$ cat config.mk
export PLATFORM = sky130hd
export DESIGN_NAME = mti_core
export DESIGN_NICKNAME = d
export VERILOG_FILES = /design/src/hdl/mti_pkg.sv /design/src/hdl/mti_core.sv /design/src/hdl/mti_decode.sv
export SDC_FILE = /design/constraint.sdc
export NUM_CORES = 1
export LEC_CHECK = 0
export BUFFER_PORTS_ARGS = -buffer_cell sky130_fd_sc_hd__buf_2
export CORE_MARGIN = 8
export CORE_UTILIZATION = 45
export CTS_CLUSTER_DIAMETER = 150
export DETAILED_ROUTE_END_ITERATION = 12
export SYNTH_ARGS = -nofsm -noshare
export SYNTH_HDL_FRONTEND = slang
export SYNTH_SLANG_ARGS = --single-unit
export TNS_END_PERCENT = 20
$ cat constraint.sdc
create_clock -name core_clk -period 4.23 [get_ports core_clk]
set_input_delay 1.269 -clock core_clk [delete_from_list [all_inputs] [get_ports core_clk]]
set_output_delay 1.269 -clock core_clk [all_outputs]
set_load 0.02 [all_outputs]
$ cat src/hdl/mti_pkg.sv
package mti_pkg;
  localparam logic [7:0] OP_LOAD_PAIR = 8'hC3;
  localparam logic [7:0] OP_STORE_PAIR = 8'hD3;
  localparam logic [7:0] OP_LOAD_SHORT = 8'hE7;
  localparam logic [7:0] OP_STORE_SHORT = 8'hF7;
  localparam logic [7:0] OP_LOAD_LONG = 8'hA7;
  localparam logic [7:0] OP_STORE_LONG = 8'hB7;
  localparam logic [7:0] OP_LOAD_POST_DEC = 8'hE2;
  localparam logic [7:0] OP_LOAD_POST_INC = 8'hE3;
  localparam logic [7:0] OP_STORE_PRE_DEC = 8'hF2;
  localparam logic [7:0] OP_STORE_PRE_INC = 8'hF3;
  localparam logic [7:0] OP_WORD_PAIR = 8'hC4;
  localparam logic [7:0] OP_WORD_INDIRECT = 8'hC5;
  localparam logic [7:0] OP_WORD_IMMEDIATE = 8'hC6;
  localparam logic [3:0] DIRECT_PROGRAM_FIELD = 4'h0;
  localparam logic [3:0] DIRECT_DATA_FIELD = 4'h1;
  localparam logic [4:0] CYCLES_PAIR = 5'h0A;
  localparam logic [4:0] CYCLES_SHORT = 5'h0C;
  localparam logic [4:0] CYCLES_LONG = 5'h0E;
  localparam logic [4:0] CYCLES_POST = 5'h0A;
  localparam logic [4:0] CYCLES_PRE = 5'h0E;
  localparam logic [4:0] CYCLES_WORD = 5'h08;
  localparam logic [2:0] LEN_PAIR = 3'h2;
  localparam logic [2:0] LEN_SHORT = 3'h3;
  localparam logic [2:0] LEN_LONG = 3'h4;
  localparam logic [2:0] LEN_WORD_REG = 3'h3;
  localparam logic [2:0] LEN_WORD_IMM = 3'h4;

  typedef enum logic [1:0] {MTI_STEP_NONE, MTI_STEP_DEC, MTI_STEP_INC} mti_step_t;

  typedef struct packed {
    logic valid;
    logic illegal;
    logic is_word;
    logic is_store;
    logic use_pair;
    logic data_space;
    logic pre_step;
    mti_step_t step;
    logic [15:0] offset;
    logic [4:0] cycles;
    logic [2:0] length;
  } mti_decode_t;

  typedef struct packed {
    logic req;
    logic write;
    logic data_space;
    logic [15:0] addr;
    logic [7:0] wdata;
  } mti_mem_req_t;
endpackage

$ cat src/hdl/mti_core.sv
`timescale 1ns/1ps
`default_nettype none
module mti_core (
  input wire logic core_clk,
  input wire logic resetn,
  input wire logic start,
  input wire logic [7:0] opcode,
  input wire logic [7:0] operand,
  input wire logic [7:0] byte2,
  input wire logic [7:0] byte3,
  input wire logic program_rom_masked,
  input wire logic [7:0] flags_in,
  input wire logic [7:0] mem_rdata,
  output logic busy,
  output logic done,
  output logic illegal,
  output logic [2:0] instr_length,
  output mti_pkg::mti_mem_req_t mem,
  output logic [7:0] flags_out,
  output logic [7:0] rf_peek
);
  typedef enum logic [1:0] {MTI_IDLE, MTI_ACCESS, MTI_WAIT, MTI_FINISH} mti_state_t;

  typedef struct packed {
    mti_state_t state;
    mti_pkg::mti_decode_t dec;
    logic [3:0] reg_a;
    logic [3:0] reg_b;
    logic [15:0] addr;
    logic [4:0] count;
    logic done;
    logic illegal;
    mti_pkg::mti_mem_req_t mem;
    logic [7:0] flags;
  } mti_core_state_t;

  // Sixteen working registers; pairs are even/odd with the even one high.
  logic [7:0] regs [0:15];
  logic [7:0] next_regs [0:15];
  mti_core_state_t st;
  mti_core_state_t next_st;
  mti_pkg::mti_decode_t dec_now;

  function automatic logic [15:0] mti_pair(input logic [3:0] f, input logic [7:0] r [0:15]);
    mti_pair = {r[{f[3:1], 1'b0}], r[{f[3:1], 1'b1}]};
  endfunction

  function automatic logic [15:0] mti_stepped(input logic [15:0] v, input mti_pkg::mti_step_t s);
    case (s)
      mti_pkg::MTI_STEP_DEC: mti_stepped = v - 16'h0001;
      mti_pkg::MTI_STEP_INC: mti_stepped = v + 16'h0001;
      default: mti_stepped = v;
    endcase
  endfunction

  mti_decode u_decode (
    .opcode(opcode),
    .operand(operand),
    .byte2(byte2),
    .byte3(byte3),
    .program_rom_masked(program_rom_masked),
    .dec(dec_now)
  );

  always_comb begin
    logic [15:0] base;
    logic [15:0] pairv;
    logic [3:0] even_b;
    logic [3:0] src_f;
    base = 16'h0000;
    pairv = 16'h0000;
    even_b = 4'h0;
    src_f = 4'h0;
    next_st = st;
    next_st.done = 1'b0;
    for (int i = 0; i < 16; i++) begin
      next_regs[i] = regs[i];
    end
    case (st.state)
      MTI_IDLE: begin
        next_st.mem.req = 1'b0;
        if (start) begin
          next_st.dec = dec_now;
          next_st.reg_a = operand[7:4];
          next_st.reg_b = operand[3:0];
          next_st.count = dec_now.cycles - 5'h01;
          next_st.illegal = dec_now.illegal;
          if (dec_now.illegal) begin
            next_st.state = MTI_FINISH;
          end else if (dec_now.is_word) begin
            next_st.state = MTI_WAIT;
          end else begin
            pairv = mti_pair(operand[3:0], regs);
            if (dec_now.pre_step) begin
              base = mti_stepped(pairv, dec_now.step);
            end else if (dec_now.use_pair) begin
              base = pairv + dec_now.offset;
            end else begin
              base = dec_now.offset;
            end
            next_st.addr = base;
            next_st.state = MTI_ACCESS;
          end
        end
      end
      MTI_ACCESS: begin
        next_st.mem.req = 1'b1;
        next_st.mem.write = st.dec.is_store;
        next_st.mem.data_space = st.dec.data_space;
        next_st.mem.addr = st.addr;
        next_st.mem.wdata = regs[st.reg_a];
        next_st.count = st.count - 5'h01;
        next_st.state = MTI_WAIT;
      end
      MTI_WAIT: begin
        next_st.mem.req = 1'b0;
        next_st.count = st.count - 5'h01;
        if (st.count == 5'h01) begin
          next_st.state = MTI_FINISH;
        end
      end
      MTI_FINISH: begin
        next_st.state = MTI_IDLE;
        next_st.done = 1'b1;
        if (!st.illegal) begin
          if (st.dec.is_word) begin
            if (st.dec.length == mti_pkg::LEN_WORD_IMM) begin
              pairv = st.dec.offset;
              even_b = {st.reg_b[3:1], 1'b0};
            end else begin
              // The indirect form reads the pair whose address the source register holds.
              src_f = st.dec.use_pair ? st.reg_b : regs[st.reg_b][3:0];
              pairv = mti_pair(src_f, regs);
              even_b = {st.dec.offset[3:1], 1'b0};
            end
            next_regs[even_b] = pairv[15:8];
            next_regs[{even_b[3:1], 1'b1}] = pairv[7:0];
          end else begin
            // A store skips the data write-back, so its source stays intact unless it lies in the stepped pair.
            if (!st.dec.is_store) begin
              next_regs[st.reg_a] = mem_rdata;
            end
            if (st.dec.step != mti_pkg::MTI_STEP_NONE) begin
              pairv = st.dec.pre_step ? st.addr :
                      mti_stepped(st.addr, st.dec.step);
              next_regs[{st.reg_b[3:1], 1'b0}] = pairv[15:8];
              next_regs[{st.reg_b[3:1], 1'b1}] = pairv[7:0];
            end
          end
        end
      end
      default: begin
        next_st.state = MTI_IDLE;
      end
    endcase
    next_st.flags = flags_in;
  end

  always_ff @(posedge core_clk or negedge resetn) begin
    if (!resetn) begin
      st <= '0;
      for (int i = 0; i < 16; i++) begin
        regs[i] <= 8'h00;
      end
    end else begin
      st <= next_st;
      for (int i = 0; i < 16; i++) begin
        regs[i] <= next_regs[i];
      end
    end
  end

  assign busy = (st.state != MTI_IDLE);
  assign done = st.done;
  assign illegal = st.illegal;
  assign instr_length = st.dec.length;
  assign mem = st.mem;
  assign flags_out = st.flags;
  assign rf_peek = regs[st.reg_a];

  property p_flags_kept;
    @(posedge core_clk) disable iff (!resetn) 1'b1 |=> flags_out == $past(flags_in);
  endproperty
  a_flags_kept: assert property (p_flags_kept) else $error("flags changed");

  property p_post_inc;
    @(posedge core_clk) disable iff (!resetn)
      (start && !busy && opcode == mti_pkg::OP_LOAD_POST_INC && !dec_now.illegal)
      |-> ##11 done;
  endproperty
  a_post_inc: assert property (p_post_inc) else $error("post increment timing");

  property p_load_pair_time;
    @(posedge core_clk) disable iff (!resetn)
      (start && !busy && opcode == mti_pkg::OP_LOAD_PAIR && !dec_now.illegal)
      |-> ##11 done;
  endproperty
  a_load_pair_time: assert property (p_load_pair_time) else $error("pair load timing");

  property p_short_length;
    @(posedge core_clk) disable iff (!resetn)
      (start && !busy &&
       (opcode == mti_pkg::OP_LOAD_SHORT || opcode == mti_pkg::OP_STORE_SHORT))
      |=> instr_length == mti_pkg::LEN_SHORT;
  endproperty
  a_short_length: assert property (p_short_length) else $error("short length");

  property p_long_length;
    @(posedge core_clk) disable iff (!resetn)
      (start && !busy &&
       (opcode == mti_pkg::OP_LOAD_LONG || opcode == mti_pkg::OP_STORE_LONG))
      |=> instr_length == mti_pkg::LEN_LONG;
  endproperty
  a_long_length: assert property (p_long_length) else $error("long length");

  property p_pre_dec;
    @(posedge core_clk) disable iff (!resetn)
      (start && !busy && opcode == mti_pkg::OP_STORE_PRE_DEC && !dec_now.illegal)
      |-> ##15 done;
  endproperty
  a_pre_dec: assert property (p_pre_dec) else $error("pre decrement timing");

  property p_masked_store;
    @(posedge core_clk) disable iff (!resetn)
      (mem.req && mem.write) |-> !(program_rom_masked && !mem.data_space);
  endproperty
  a_masked_store: assert property (p_masked_store) else $error("rom store");
endmodule
`default_nettype wire

$ cat src/hdl/mti_decode.sv
`timescale 1ns/1ps
`default_nettype none
module mti_decode (
  input wire logic [7:0] opcode,
  input wire logic [7:0] operand,
  input wire logic [7:0] byte2,
  input wire logic [7:0] byte3,
  input wire logic program_rom_masked,
  output mti_pkg::mti_decode_t dec
);
  logic [3:0] pair_field;

  always_comb begin
    pair_field = operand[3:0];
    dec = '0;
    dec.valid = 1'b1;
    dec.step = mti_pkg::MTI_STEP_NONE;
    dec.data_space = pair_field[0];
    dec.use_pair = 1'b1;
    case (opcode)
      mti_pkg::OP_LOAD_PAIR, mti_pkg::OP_STORE_PAIR: begin
        dec.is_store = (opcode == mti_pkg::OP_STORE_PAIR);
        dec.cycles = mti_pkg::CYCLES_PAIR;
        dec.length = mti_pkg::LEN_PAIR;
      end
      mti_pkg::OP_LOAD_SHORT, mti_pkg::OP_STORE_SHORT: begin
        dec.is_store = (opcode == mti_pkg::OP_STORE_SHORT);
        dec.offset = {8'h00, byte2};
        dec.cycles = mti_pkg::CYCLES_SHORT;
        dec.length = mti_pkg::LEN_SHORT;
      end
      mti_pkg::OP_LOAD_LONG, mti_pkg::OP_STORE_LONG: begin
        dec.is_store = (opcode == mti_pkg::OP_STORE_LONG);
        dec.cycles = mti_pkg::CYCLES_LONG;
        dec.length = mti_pkg::LEN_LONG;
        dec.offset = {byte3, byte2};
        // Pair fields 0 and 1 select the direct forms, never pair 0-1 as a base.
        if (pair_field == mti_pkg::DIRECT_PROGRAM_FIELD ||
            pair_field == mti_pkg::DIRECT_DATA_FIELD) begin
          dec.use_pair = 1'b0;
          dec.data_space = (pair_field == mti_pkg::DIRECT_DATA_FIELD);
        end
      end
      mti_pkg::OP_LOAD_POST_DEC, mti_pkg::OP_LOAD_POST_INC: begin
        dec.step = (opcode == mti_pkg::OP_LOAD_POST_DEC) ?
                   mti_pkg::MTI_STEP_DEC : mti_pkg::MTI_STEP_INC;
        dec.cycles = mti_pkg::CYCLES_POST;
        dec.length = mti_pkg::LEN_PAIR;
      end
      mti_pkg::OP_STORE_PRE_DEC, mti_pkg::OP_STORE_PRE_INC: begin
        dec.is_store = 1'b1;
        dec.pre_step = 1'b1;
        dec.step = (opcode == mti_pkg::OP_STORE_PRE_DEC) ?
                   mti_pkg::MTI_STEP_DEC : mti_pkg::MTI_STEP_INC;
        dec.cycles = mti_pkg::CYCLES_PRE;
        dec.length = mti_pkg::LEN_PAIR;
      end
      mti_pkg::OP_WORD_PAIR, mti_pkg::OP_WORD_INDIRECT: begin
        dec.is_word = 1'b1;
        dec.cycles = mti_pkg::CYCLES_WORD;
        dec.length = mti_pkg::LEN_WORD_REG;
        // The third byte names the destination; a clear use_pair marks the indirect source.
        dec.offset = {8'h00, byte2};
        dec.use_pair = (opcode == mti_pkg::OP_WORD_PAIR);
      end
      mti_pkg::OP_WORD_IMMEDIATE: begin
        dec.is_word = 1'b1;
        dec.cycles = mti_pkg::CYCLES_WORD;
        dec.length = mti_pkg::LEN_WORD_IMM;
        dec.offset = {byte2, byte3};
      end
      default: begin
        dec.valid = 1'b0;
      end
    endcase
    // Program stores are removed entirely on masked-ROM parts.
    if (dec.valid && dec.is_store && !dec.data_space && program_rom_masked) begin
      dec.illegal = 1'b1;
    end
    if (!dec.valid) begin
      dec.illegal = 1'b1;
    end
  end
endmodule
`default_nettype wire

# ---- Yosys cells after proc, flatten, opt, wreduce, memory -nomap -nowiden
# Cells that the tools add are included.
dict set report classes {
  n_addsub 7
  magnitude_cmp 15
  eq_ne 25
  n_mux 81
  bitwise_logic 13
  reduce_logical 33
}
# operator count
set ops {}
lappend ops {{$mux 128} 6}
lappend ops {{$bwmux 128} 5}
lappend ops {{$mux 16} 13}
lappend ops {{$bmux 8 s4} 6}
lappend ops {{$demux 8 s4} 5}
lappend ops {{$mux 8} 15}
lappend ops {{$eq 8x8->1 const B} 13}
lappend ops {{$mux 64} 1}
lappend ops {{$pmux 16 s2} 2}
lappend ops {{$ge 5x5->1 const B} 10}
lappend ops {{$not 4->5} 10}
lappend ops {{$pmux 16 s3} 1}
lappend ops {{$pmux 7 s6} 1}
lappend ops {{$add 16x1->16 const B} 2}
lappend ops {{$sub 16x1->16 const B} 2}
lappend ops {{$mux 4} 7}
lappend ops {{$lt 5x1->1 const B} 5}
lappend ops {{$add 16x16->16} 1}
lappend ops {{$reduce_or 2->1} 8}
lappend ops {{$reduce_or 13->1} 1}
lappend ops {{$mux 2} 6}
lappend ops {{$pmux 5 s2} 1}
lappend ops {{$sub 5x1->5 const B} 2}
lappend ops {{$eq 2x2->1 const B} 4}
lappend ops {{other kinds (21)} 47}
dict set report totals {
  regBits 228
  inputBits 52
  elab_cells 213
}

# ---- Depth between registers and ports, before layout
# Gate-level depths: netlist of run 1.
dict set report depth {
  ltp_word 16
  mapped_depth 18
  ltp_nobuf 16
}

# ---- Modules after synthesis
# A second synthesis of run 1 with hierarchy kept.
dict set report hier_totals {
  hier_cells 1985
  area_unflattened_um2 19212.2
}
# module instances cells_each area_per_inst_um2
set modules_own_cells {}
lappend modules_own_cells {mti_core 1 1932 18766.7}
lappend modules_own_cells {mti_decode 1 53 445.4}

# ---- Worst setup path after synthesis of run 1
# Ideal clock, no wire load.
dict set report synth_path {
  path_kind {input port to flip-flop}
  startpoint {input port operand[1]}
  endpoint {register st[56] in the netlist's numbering}
  arrival_ps 5071
  t_required_ps 4107
  setup_slack_ps -963
  path_stages 14
  path_buffers 2
  cell_sequence {clkbuf_1 -> clkbuf_1 -> mux4_2 -> mux2_2 -> fa_1 -> a21o_1 -> a21oi_1 -> o21ai_0 -> o41ai_1 -> o2111ai_1 -> o31ai_1 -> xor2_1 -> o211ai_1 -> o221a_2}
}
dict set report synth_via {
  elab_chain_cells 11
  word_cells_on_any_way 27
}
# item line_no
set synth_lines {}
lappend synth_lines {{start, declared} mti_core.sv:8} ;# input wire logic [7:0] operand,
lappend synth_lines {{branches (longest 11 deep; another with $add 16x1->16)} n/a}
lappend synth_lines {{end signal, assigned} mti_core.sv:166} ;# st <= next_st;
lappend synth_lines {{end, declared} mti_core.sv:40} ;# mti_core_state_t st;
# Parallel ways; which one is timed is not known. The select of a mux whose other input is x is not followed.
# A chain may end at the register's enable or synchronous reset.

# ---- Worst setup path after layout of run 1
dict set report layout_path {
  startpoint {register st[63] in the netlist's numbering}
  endpoint {output port rf_peek[3]}
}
dict set report layout_via {
  elab_chain_cells 4
}
# item line_no
set layout_lines {}
lappend layout_lines {{$not 4->5 (not written as such)} mti_core.sv:179} ;# assign rf_peek = regs[st.reg_a];
lappend layout_lines {{$bmux 8 s4} mti_core.sv:179}
lappend layout_lines {{$mux 8 (not written as such) (2 in series)} mti_core.sv:179}
lappend layout_lines {{end, declared} mti_core.sv:20} ;# output logic [7:0] rf_peek
# No other way between the ends. The select of a mux whose other input is x is not followed.

==> flow_metrics.py, run 1 <==
metrics = {
    "logic_synthesis": {
        "synth.most_common_cell": "dfrtp_1",
        "synth.distinct_cells": 77,
        "synth-seq-area-share_pct": 29.1,
        "ys_top_cells_by_area": "dfrtp_1 (29%), mux4_2 (10%), mux2i_1 (7.6%)",
        "ys_ff_latch": 222,
        "synth_area_mm2": 0.0191,
        "syn_inst": 2090,
        "synth_edf_count": 0,
        "yosysWarnings": 0,
        "synth-async-reset-ratio_pct": 100,
        "synth-main-ff-cell": "dfrtp_1",
        "synth_largest_area_cell": "dfrtp_1",
        "yosys-top-cells-count": "dfrtp_1 (222), nand2_1 (201), nor2_1 (190)",
        "synth_top_area_share_pct": 29.1,
        "synth_nets": 2199,
        "avgSynthCellArea_um2": 9.13,
    },
    "place": {
        "dp_cells": 2744,
        "gp_congestion": 1.04,
        "hpwlAfterDp_um": 58900,
        "port_buffers": 100,
    },
    "power": {
        "leakage_uw": 0.00976,
        "swShare_pct": 48.6,
        "intPower_uw": 9530,
        "power.switching_uw": 9020,
        "clkPwrFrac_pct": 15.2,
        "peakVddDrop_mv": 0.634,
        "power_frac_comb_pct": 62.3,
        "p_total_uw": 18600,
        "seqPwrFrac_pct": 22.6,
        "pwr_density_cell_mw_per_mm2": 836,
    },
    "worst_hold_path": {
        "min_path_type": "reg2reg",
    },
    "critical_path": {
        "endpoint_kind": "primary output",
        "critical_path_buf_inv_count": 2,
        "crit_top_cell": "mux4_2",
        "start_kind": "flop",
        "max_stage_delay_ns": 0.63,
        "cp.required_ns": 2.96,
        "crit_path_cell_trace": "buf_4, mux4_2, mux4_2, buf_2",
        "slowest_stage": "dfrtp_2",
        "crit_family": "multiplexers",
        "cp_max_fo": 12,
        "arrival_ns": 2.81,
        "criticalPathCategory": "reg2out",
    },
    "sta": {
        "final.period_utilization_pct": 96.5,
        "setup_viol": 0,
        "skew_ns": 0.0173,
        "finalMaxSlewViolations": 0,
        "max_freq_mhz": 245,
        "rsz0062_at_grt": "no",
        "finalHoldViolations": 0,
        "hold_ws_ns": 0.493,
        "slew_headroom_pct": 20.5,
        "fin_crit_ns": 4.08,
        "tightest_slew_ns": 1.19,
    },
    "floorplan": {
        "num_rows": 75,
        "dieArea_mm2": 0.0493,
        "initial_core_util_pct": 45.5,
        "die_y_um": 222,
        "core_mm2": 0.0419,
        "io_pins": 101,
        "fp.dieW_um": 222,
    },
    "final_layout": {
        "areaGrowthSynthToFinish_pct": 16.2,
        "instances_no_fill": 2799,
        "layout.nets": 2345,
        "drive_gt1_share_pct": 26.1,
    },
    "drt": {
        "dr.pass1.iters": 6,
        "drcViolationCount": 0,
        "routed_wirelength_um": 81300,
        "drt_iter0_drc": 2580,
        "vias": 19200,
        "via_per_inst": 6.87,
        "ant_nets": 0,
        "wl_per_cell_um": 29.0,
    },
    "clocking": {
        "h-tree-depth": 1,
        "clk-insertion-delay-late_ns": 0.60,
        "cts_tree": "yes",
        "cts_inserted_buffers": 29,
        "cts-root-buf": "clkbuf_16",
        "cts.path.max_buffers": 3,
        "cts_setup_buffers": 0,
        "clk_pin_slew_ns": 0.06,
        "clock_sinks": 222,
    },
    "grt": {
        "grt_overflow": 0,
        "first_global_vias": 18700,
        "track_usage_pct": 32.0,
        "antenna_found_initial": 2,
        "grt_max_degree": 72,
        "grt_pass1_wl_um": 121000,
    },
    "outcome": {
        "status": "finished clean",
    },
    "flow_run": {
        "maxCapViolations": 0,
    },
}
-- logic make-up (layout without fill, tap and decap cells) --
kind of cell             count (synthesis)  in the layout  share of synthesized area [%]
AND/OR/NAND/NOR                        550            550                           12.7
other                                    0              2                              0
flip-flops                             222            222                           29.1
adder cells (fa/ha/maj)                 57             57                           3.85
buffers and inverters                  211            379                           5.27
AO/OA/AOI/OAI                          674            674                           23.2
XOR/XNOR                                33             33                           1.51
multiplexers                           343            343                           24.5
-- sequential cells by signal, indices dropped and copies added, names as in the netlist --
name,flops
regs,128
illegal,1
done,1
st,54
flags_out,8
instr_length,3
mem,27
-- path summary, 6_finish.rpt --
path	from	to	slack, ns	depth (start not counted)
max reg2reg	st[58]	regs[115]	0.40	11
min reg2reg	st[90]	st[90]	0.49	2
max in group asynchronous	resetn	regs[53]	2.71	2
min in group asynchronous	resetn	regs[20]	0.62	1
max	st[63]	rf_peek[3]	0.15	4
min	st[90]	st[90]	0.49	2
-- power groups by stage --
stage          Combinational [µW]  Clock (µW)  Sequential [µW]
2_1_floorplan                8040           0             3460
3_3_place_gp                11000           0             4080
3_5_place_dp                11200           0             4120
4_1_cts                     11200        2840             4080
5_1_grt                     12300        2920             4230
6_report                    11600        2810             4180
-- what timing repair did --
| item | CTS | global route |
|---|---|---|
| hold buffers | 0 | 0 |
| setup endpoints to repair | 0 | 14 |
| endpoints found under the hold margin | 0 | 0 |
| resized for setup | 0 | 8 |
-- per-layer routing --
layer | vias up | GRT usage [%] | share of wire (%) | wire length [µm]
li1 | 8237 | - | - | -
met4 | 2 | 18.3 | 6.7 | 5480
met5 | - | 0 | 0.015 | 12
met2 | 1318 | 45.9 | 42 | 33800
met3 | 316 | 9.89 | 13 | 10700
met1 | 9346 | 42.3 | 39 | 31400
-- worst reg2reg max path, delay by kind of cell, from the launching register on --
kind / cells / cell delay (ns)
AO/OA/AOI/OAI: 6 / 1.58
buffers and inverters: 2 / 0.48
flip-flops: 1 / 0.71
multiplexers: 2 / 0.56
AND/OR/NAND/NOR: 1 / 0.45
-- area by class of cell --
| class | count | area (µm²) |
|---|---|---|
| Antenna cell | 2 | 5.00 |
| Clock buffer | 35 | 778 |
| Clock inverter | 18 | 289 |
| Fill cell | 3876 | 19800 |
| Inverter | 29 | 109 |
| Multi-Input combinational cell | 1657 | 12700 |
| Sequential cell | 222 | 5560 |
| Tap cell | 539 | 674 |
| Timing Repair Buffer | 297 | 2070 |
-- metrics by stage --
stage	setup TNS, ns	worst slack, ns	instance area [µm²]	util [%]
floorplan	-0.903	-0.235	19300	-
global placement	-2.41	-0.338	21100	50.2
detailed placement	-3.14	-0.402	21100	50.2
CTS	0	0.0980	22100	52.8
global route	0	0.00160	22200	52.9
finish	0	0.147	22200	52.9
-- cells in the final DEF, fill, tap and decap left out, types with 12 or more instances in the layout --
master,instances
dfrtp_1,220
nand2_1,200
buf_4,190
nor2_1,188
o21ai_0,171
a21oi_1,161
mux2i_1,145
mux2_2,107
buf_2,99
mux4_2,86
a211oi_1,52
ha_1,52
a221o_1,45
nand3_1,44
clkbuf_16,29
inv_1,27
a211o_1,26
a31oi_1,24
a22oi_1,21
o22ai_1,19
xnor2_1,18
nor3_1,17
o211ai_1,17
nand2b_1,16
o221ai_1,16
o21ai_1,15
xor2_1,15
a21o_1,15
and3_1,14
and2_1,13
a22o_1,12
nor2b_1,12
No activity file was read; power rests on OpenSTA's default activity.
==> run 2: changes to the inputs <==
--- a/config.mk
+++ b/config.mk
@@ -5,9 +5,10 @@
 export SDC_FILE = /design/constraint.sdc
 export NUM_CORES = 1
 export LEC_CHECK = 0
+export ABC_AREA = 1
 export BUFFER_PORTS_ARGS = -buffer_cell sky130_fd_sc_hd__buf_2
 export CORE_MARGIN = 8
-export CORE_UTILIZATION = 45
+export CORE_UTILIZATION = 30
 export CTS_CLUSTER_DIAMETER = 150
 export DETAILED_ROUTE_END_ITERATION = 12
 export SYNTH_ARGS = -nofsm -noshare
==> run 2 against run 1 <==
  * Routed wire length increased by 35%
  * Die area increased by 54%
  * Clock power decreased by 2%
  * Combinational power increased by 8%
  * Critical path type unchanged
==> flow_metrics.py, run 2 <==
metrics = {
    "power": {
        "intPower_uw": 8450,
        "seqPwrFrac_pct": 21.8,
        "power.switching_uw": 11100,
        "clkPwrFrac_pct": 14.1,
        "power_frac_comb_pct": 64.0,
        "swShare_pct": 56.7,
        "peakVddDrop_mv": 0.568,
        "pwr_density_cell_mw_per_mm2": 827,
        "leakage_uw": 0.0113,
    },
    "sta": {
        "final.period_utilization_pct": 97.3,
        "slew_headroom_pct": 22.0,
        "rsz0062_at_grt": "no",
        "max_freq_mhz": 243,
        "fin_setup_tns_ns": 0,
        "hold_ws_ns": 0.489,
        "tightest_slew_ns": 1.16,
        "finalMaxSlewViolations": 0,
        "skew_ns": 0.0305,
        "fin_crit_ns": 4.11,
        "setup_viol": 0,
        "finalHoldViolations": 0,
    },
    "final_layout": {
        "multi_input_area_mm2": 0.0126,
        "seq_area_mm2": 0.00556,
        "mostFrequentLayoutCells": "nand2_1 (771), nand3_1 (516), a21oi_1 (297), o21ai_0 (266), inv_1 (256)",
        "drive_gt1_share_pct": 14.2,
        "design_area_mm2": 0.0236,
        "areaGrowthSynthToFinish_pct": 16.5,
        "n_fill_cell": 7371,
        "largest_register_ffs": 128,
        "instances_no_fill": 4256,
        "layout.nets": 3465,
        "regMostFlops": "regs",
        "final_common_cell": "nand2_1",
    },
    "logic_synthesis": {
        "ys_ff_latch": 222,
        "synth_simple_gate_area_share_pct": 34.8,
        "synth.most_common_cell": "nand2_1",
        "synth_compound_area_share_pct": 21.3,
        "yosys-top-cells-count": "nand2_1 (773), nand3_1 (516), a21oi_1 (297)",
        "synth_top_area_share_pct": 27.4,
        "synth_adder_area_share_pct": 3.63,
        "synth-async-reset-ratio_pct": 100,
        "synth.area.mux_share_pct": 1.28,
        "synth_nets": 3330,
        "synth_edf_count": 0,
        "synth-seq-area-share_pct": 27.4,
        "ys_top_cells_by_area": "dfrtp_1 (27%), nand2_1 (14%), nand3_1 (13%)",
        "synth_area_mm2": 0.0203,
        "synth_top_family_by_area": "simple AND/OR/NAND/NOR gates",
        "syn_inst": 3221,
        "synth.distinct_cells": 47,
        "synth_xor_area_share_pct": 1.21,
        "synth-main-ff-cell": "dfrtp_1",
        "avgSynthCellArea_um2": 6.29,
        "synth_largest_area_cell": "dfrtp_1",
        "yosysWarnings": 0,
    },
    "place": {
        "placed_area_mm2": 0.0226,
        "port_buffers": 100,
        "dp_cells": 4196,
        "gp_congestion": 1.04,
        "hpwlAfterDp_um": 76200,
    },
    "clocking": {
        "cts-root-buf": "clkbuf_16",
        "cts_inserted_buffers": 31,
        "postCtsHoldBufs": 0,
        "clock_sinks": 222,
        "h-tree-depth": 1,
        "clk-insertion-delay-late_ns": 0.62,
        "cts_setup_buffers": 0,
        "clk_pin_slew_ns": 0.06,
        "cts_tree": "yes",
        "cts.path.max_buffers": 3,
    },
    "worst_hold_path": {
        "min_path_type": "reg2reg",
        "min_from": "mem[26]",
    },
    "drt": {
        "wl_met2_um": 43500,
        "vias": 25200,
        "dr.pass1.iters": 6,
        "via_per_inst": 5.91,
        "ant_nets": 0,
        "drt_iter0_drc": 4230,
        "routed_wirelength_um": 110000,
        "drcViolationCount": 0,
        "dr_wl_met3_um": 16000,
        "top_layer_used": "met5",
        "wl_per_cell_um": 25.9,
        "drt-met1-wl_um": 42000,
    },
    "critical_path": {
        "endpoint_kind": "primary output",
        "cp_max_fo": 14,
        "crit_path_cell_trace": "nor2_1, clkinvlp_4, o21ai_0, o21ai_0, nand4_1, buf_2",
        "crit_top_cell": "o21ai_0",
        "start_kind": "flop",
        "cp.required_ns": 2.96,
        "crit_path_start": "st[63]",
        "criticalPathCategory": "reg2out",
        "rr_startpoint": "st[63]",
        "crit_family": "buffers and inverters",
        "arrival_ns": 2.84,
        "critical_path_buf_inv_count": 2,
        "slowest_stage": "dfrtp_1",
        "max_stage_delay_ns": 0.47,
    },
    "flow_run": {
        "maxCapViolations": 0,
    },
    "floorplan": {
        "io_pins": 101,
        "core_mm2": 0.0670,
        "num_rows": 95,
        "initial_core_util_pct": 30.2,
        "dieArea_mm2": 0.0761,
        "die_y_um": 276,
        "fp.dieW_um": 276,
    },
    "grt": {
        "antenna_found_initial": 3,
        "grt_max_degree": 100,
        "track_usage_pct": 28.1,
        "grt_overflow": 0,
        "grt_pass1_wl_um": 158000,
        "first_global_vias": 23000,
    },
    "outcome": {
        "status": "finished clean",
    },
}
[run 2: cell count changes after synthesis, moves of 52 or more]
cell | before | now
a211oi_1 | 54 | 2
a21oi_1 | 164 | 297
buf_2 | 4 | 60
inv_1 | 28 | 258
mux2_2 | 109 | 23
mux2i_1 | 145 | 0
mux4_2 | 86 | 0
nand2_1 | 201 | 773
nand3_1 | 45 | 516
o21ai_0 | 174 | 267
[run 2: routing by layer]
metal,global-route usage [%],vias to the layer above
li1,-,11200
met1,36.7,11500
met2,39.9,2030
met3,8.71,501
met4,17.2,2
met5,0,-
[run 2: path summary, 6_finish.rpt]
| kind | end | slack [ns] | cells after the start |
|---|---|---|---|
| min in group asynchronous | regs[127] | 0.72 | 1 |
| worst min-delay path | mem[26] | 0.49 | 2 |
| max in group asynchronous | st[93] | 2.55 | 2 |
| worst min register to register | mem[26] | 0.49 | 2 |
| worst max register to register | regs[29] | 0.43 | 13 |
| worst max-delay path | rf_peek[6] | 0.12 | 6 |
[run 2: area by class of cell]
type	instances	share of cell area [%]
multi-input combinational	2509	53.4
timing repair buffer	316	9.56
antenna	4	0.0424
clock buffer	43	3.73
inverter	276	4.42
tap	873	4.63
clock inverter	13	0.652
sequential	222	23.5
[run 2: timing repair]
action,4_1_cts,5_1_grt
gates cloned,0,0
resized for setup,1,1
setup endpoints to repair,1,1
[run 2: power groups by stage]
stage	Combinational [µW]	Clock [µW]	Sequential, µW
6_report	12500	2760	4260
5_1_grt	13400	2860	4280
4_1_cts	12000	2790	4150
3_5_place_dp	12000	0	4180
3_3_place_gp	11900	0	4190
2_1_floorplan	8190	0	3620
[run 2: cells by family after synthesis]
kind of cell | count (synthesis)
flops | 222
compound gates | 781
simple gates | 1620
fa+ha+maj | 57
xor+xnor | 28
buf+inv | 490
mux | 23
[run 2: worst register-to-register path, cell delays in order, from the launching register on]
cell and delay [ns]:
dfrtp_1 0.47, nor2_1 0.25, clkinvlp_4 0.43, nor2_1 0.20
inv_1 0.12, nor2_2 0.58, clkinv_1 0.85, nand2_1 0.23
nand2_1 0.06, or2_2 0.29, nand3_1 0.08, nand2_1 0.06
nand2_1 0.05, nand2_1 0.04
[run 2: per-stage QoR]
step | power [µW] | setup slack [ns] | utilization [%]
after global routing | 20500 | 0.0226 | 35.2
after detailed placement | 16100 | -0.0421 | 33.6
after CTS | 18900 | 0.0737 | 35.2
after global placement | 16100 | -0.00653 | 33.6
after floorplan | 11800 | 0.0963 | -
final | 19500 | 0.116 | 35.2
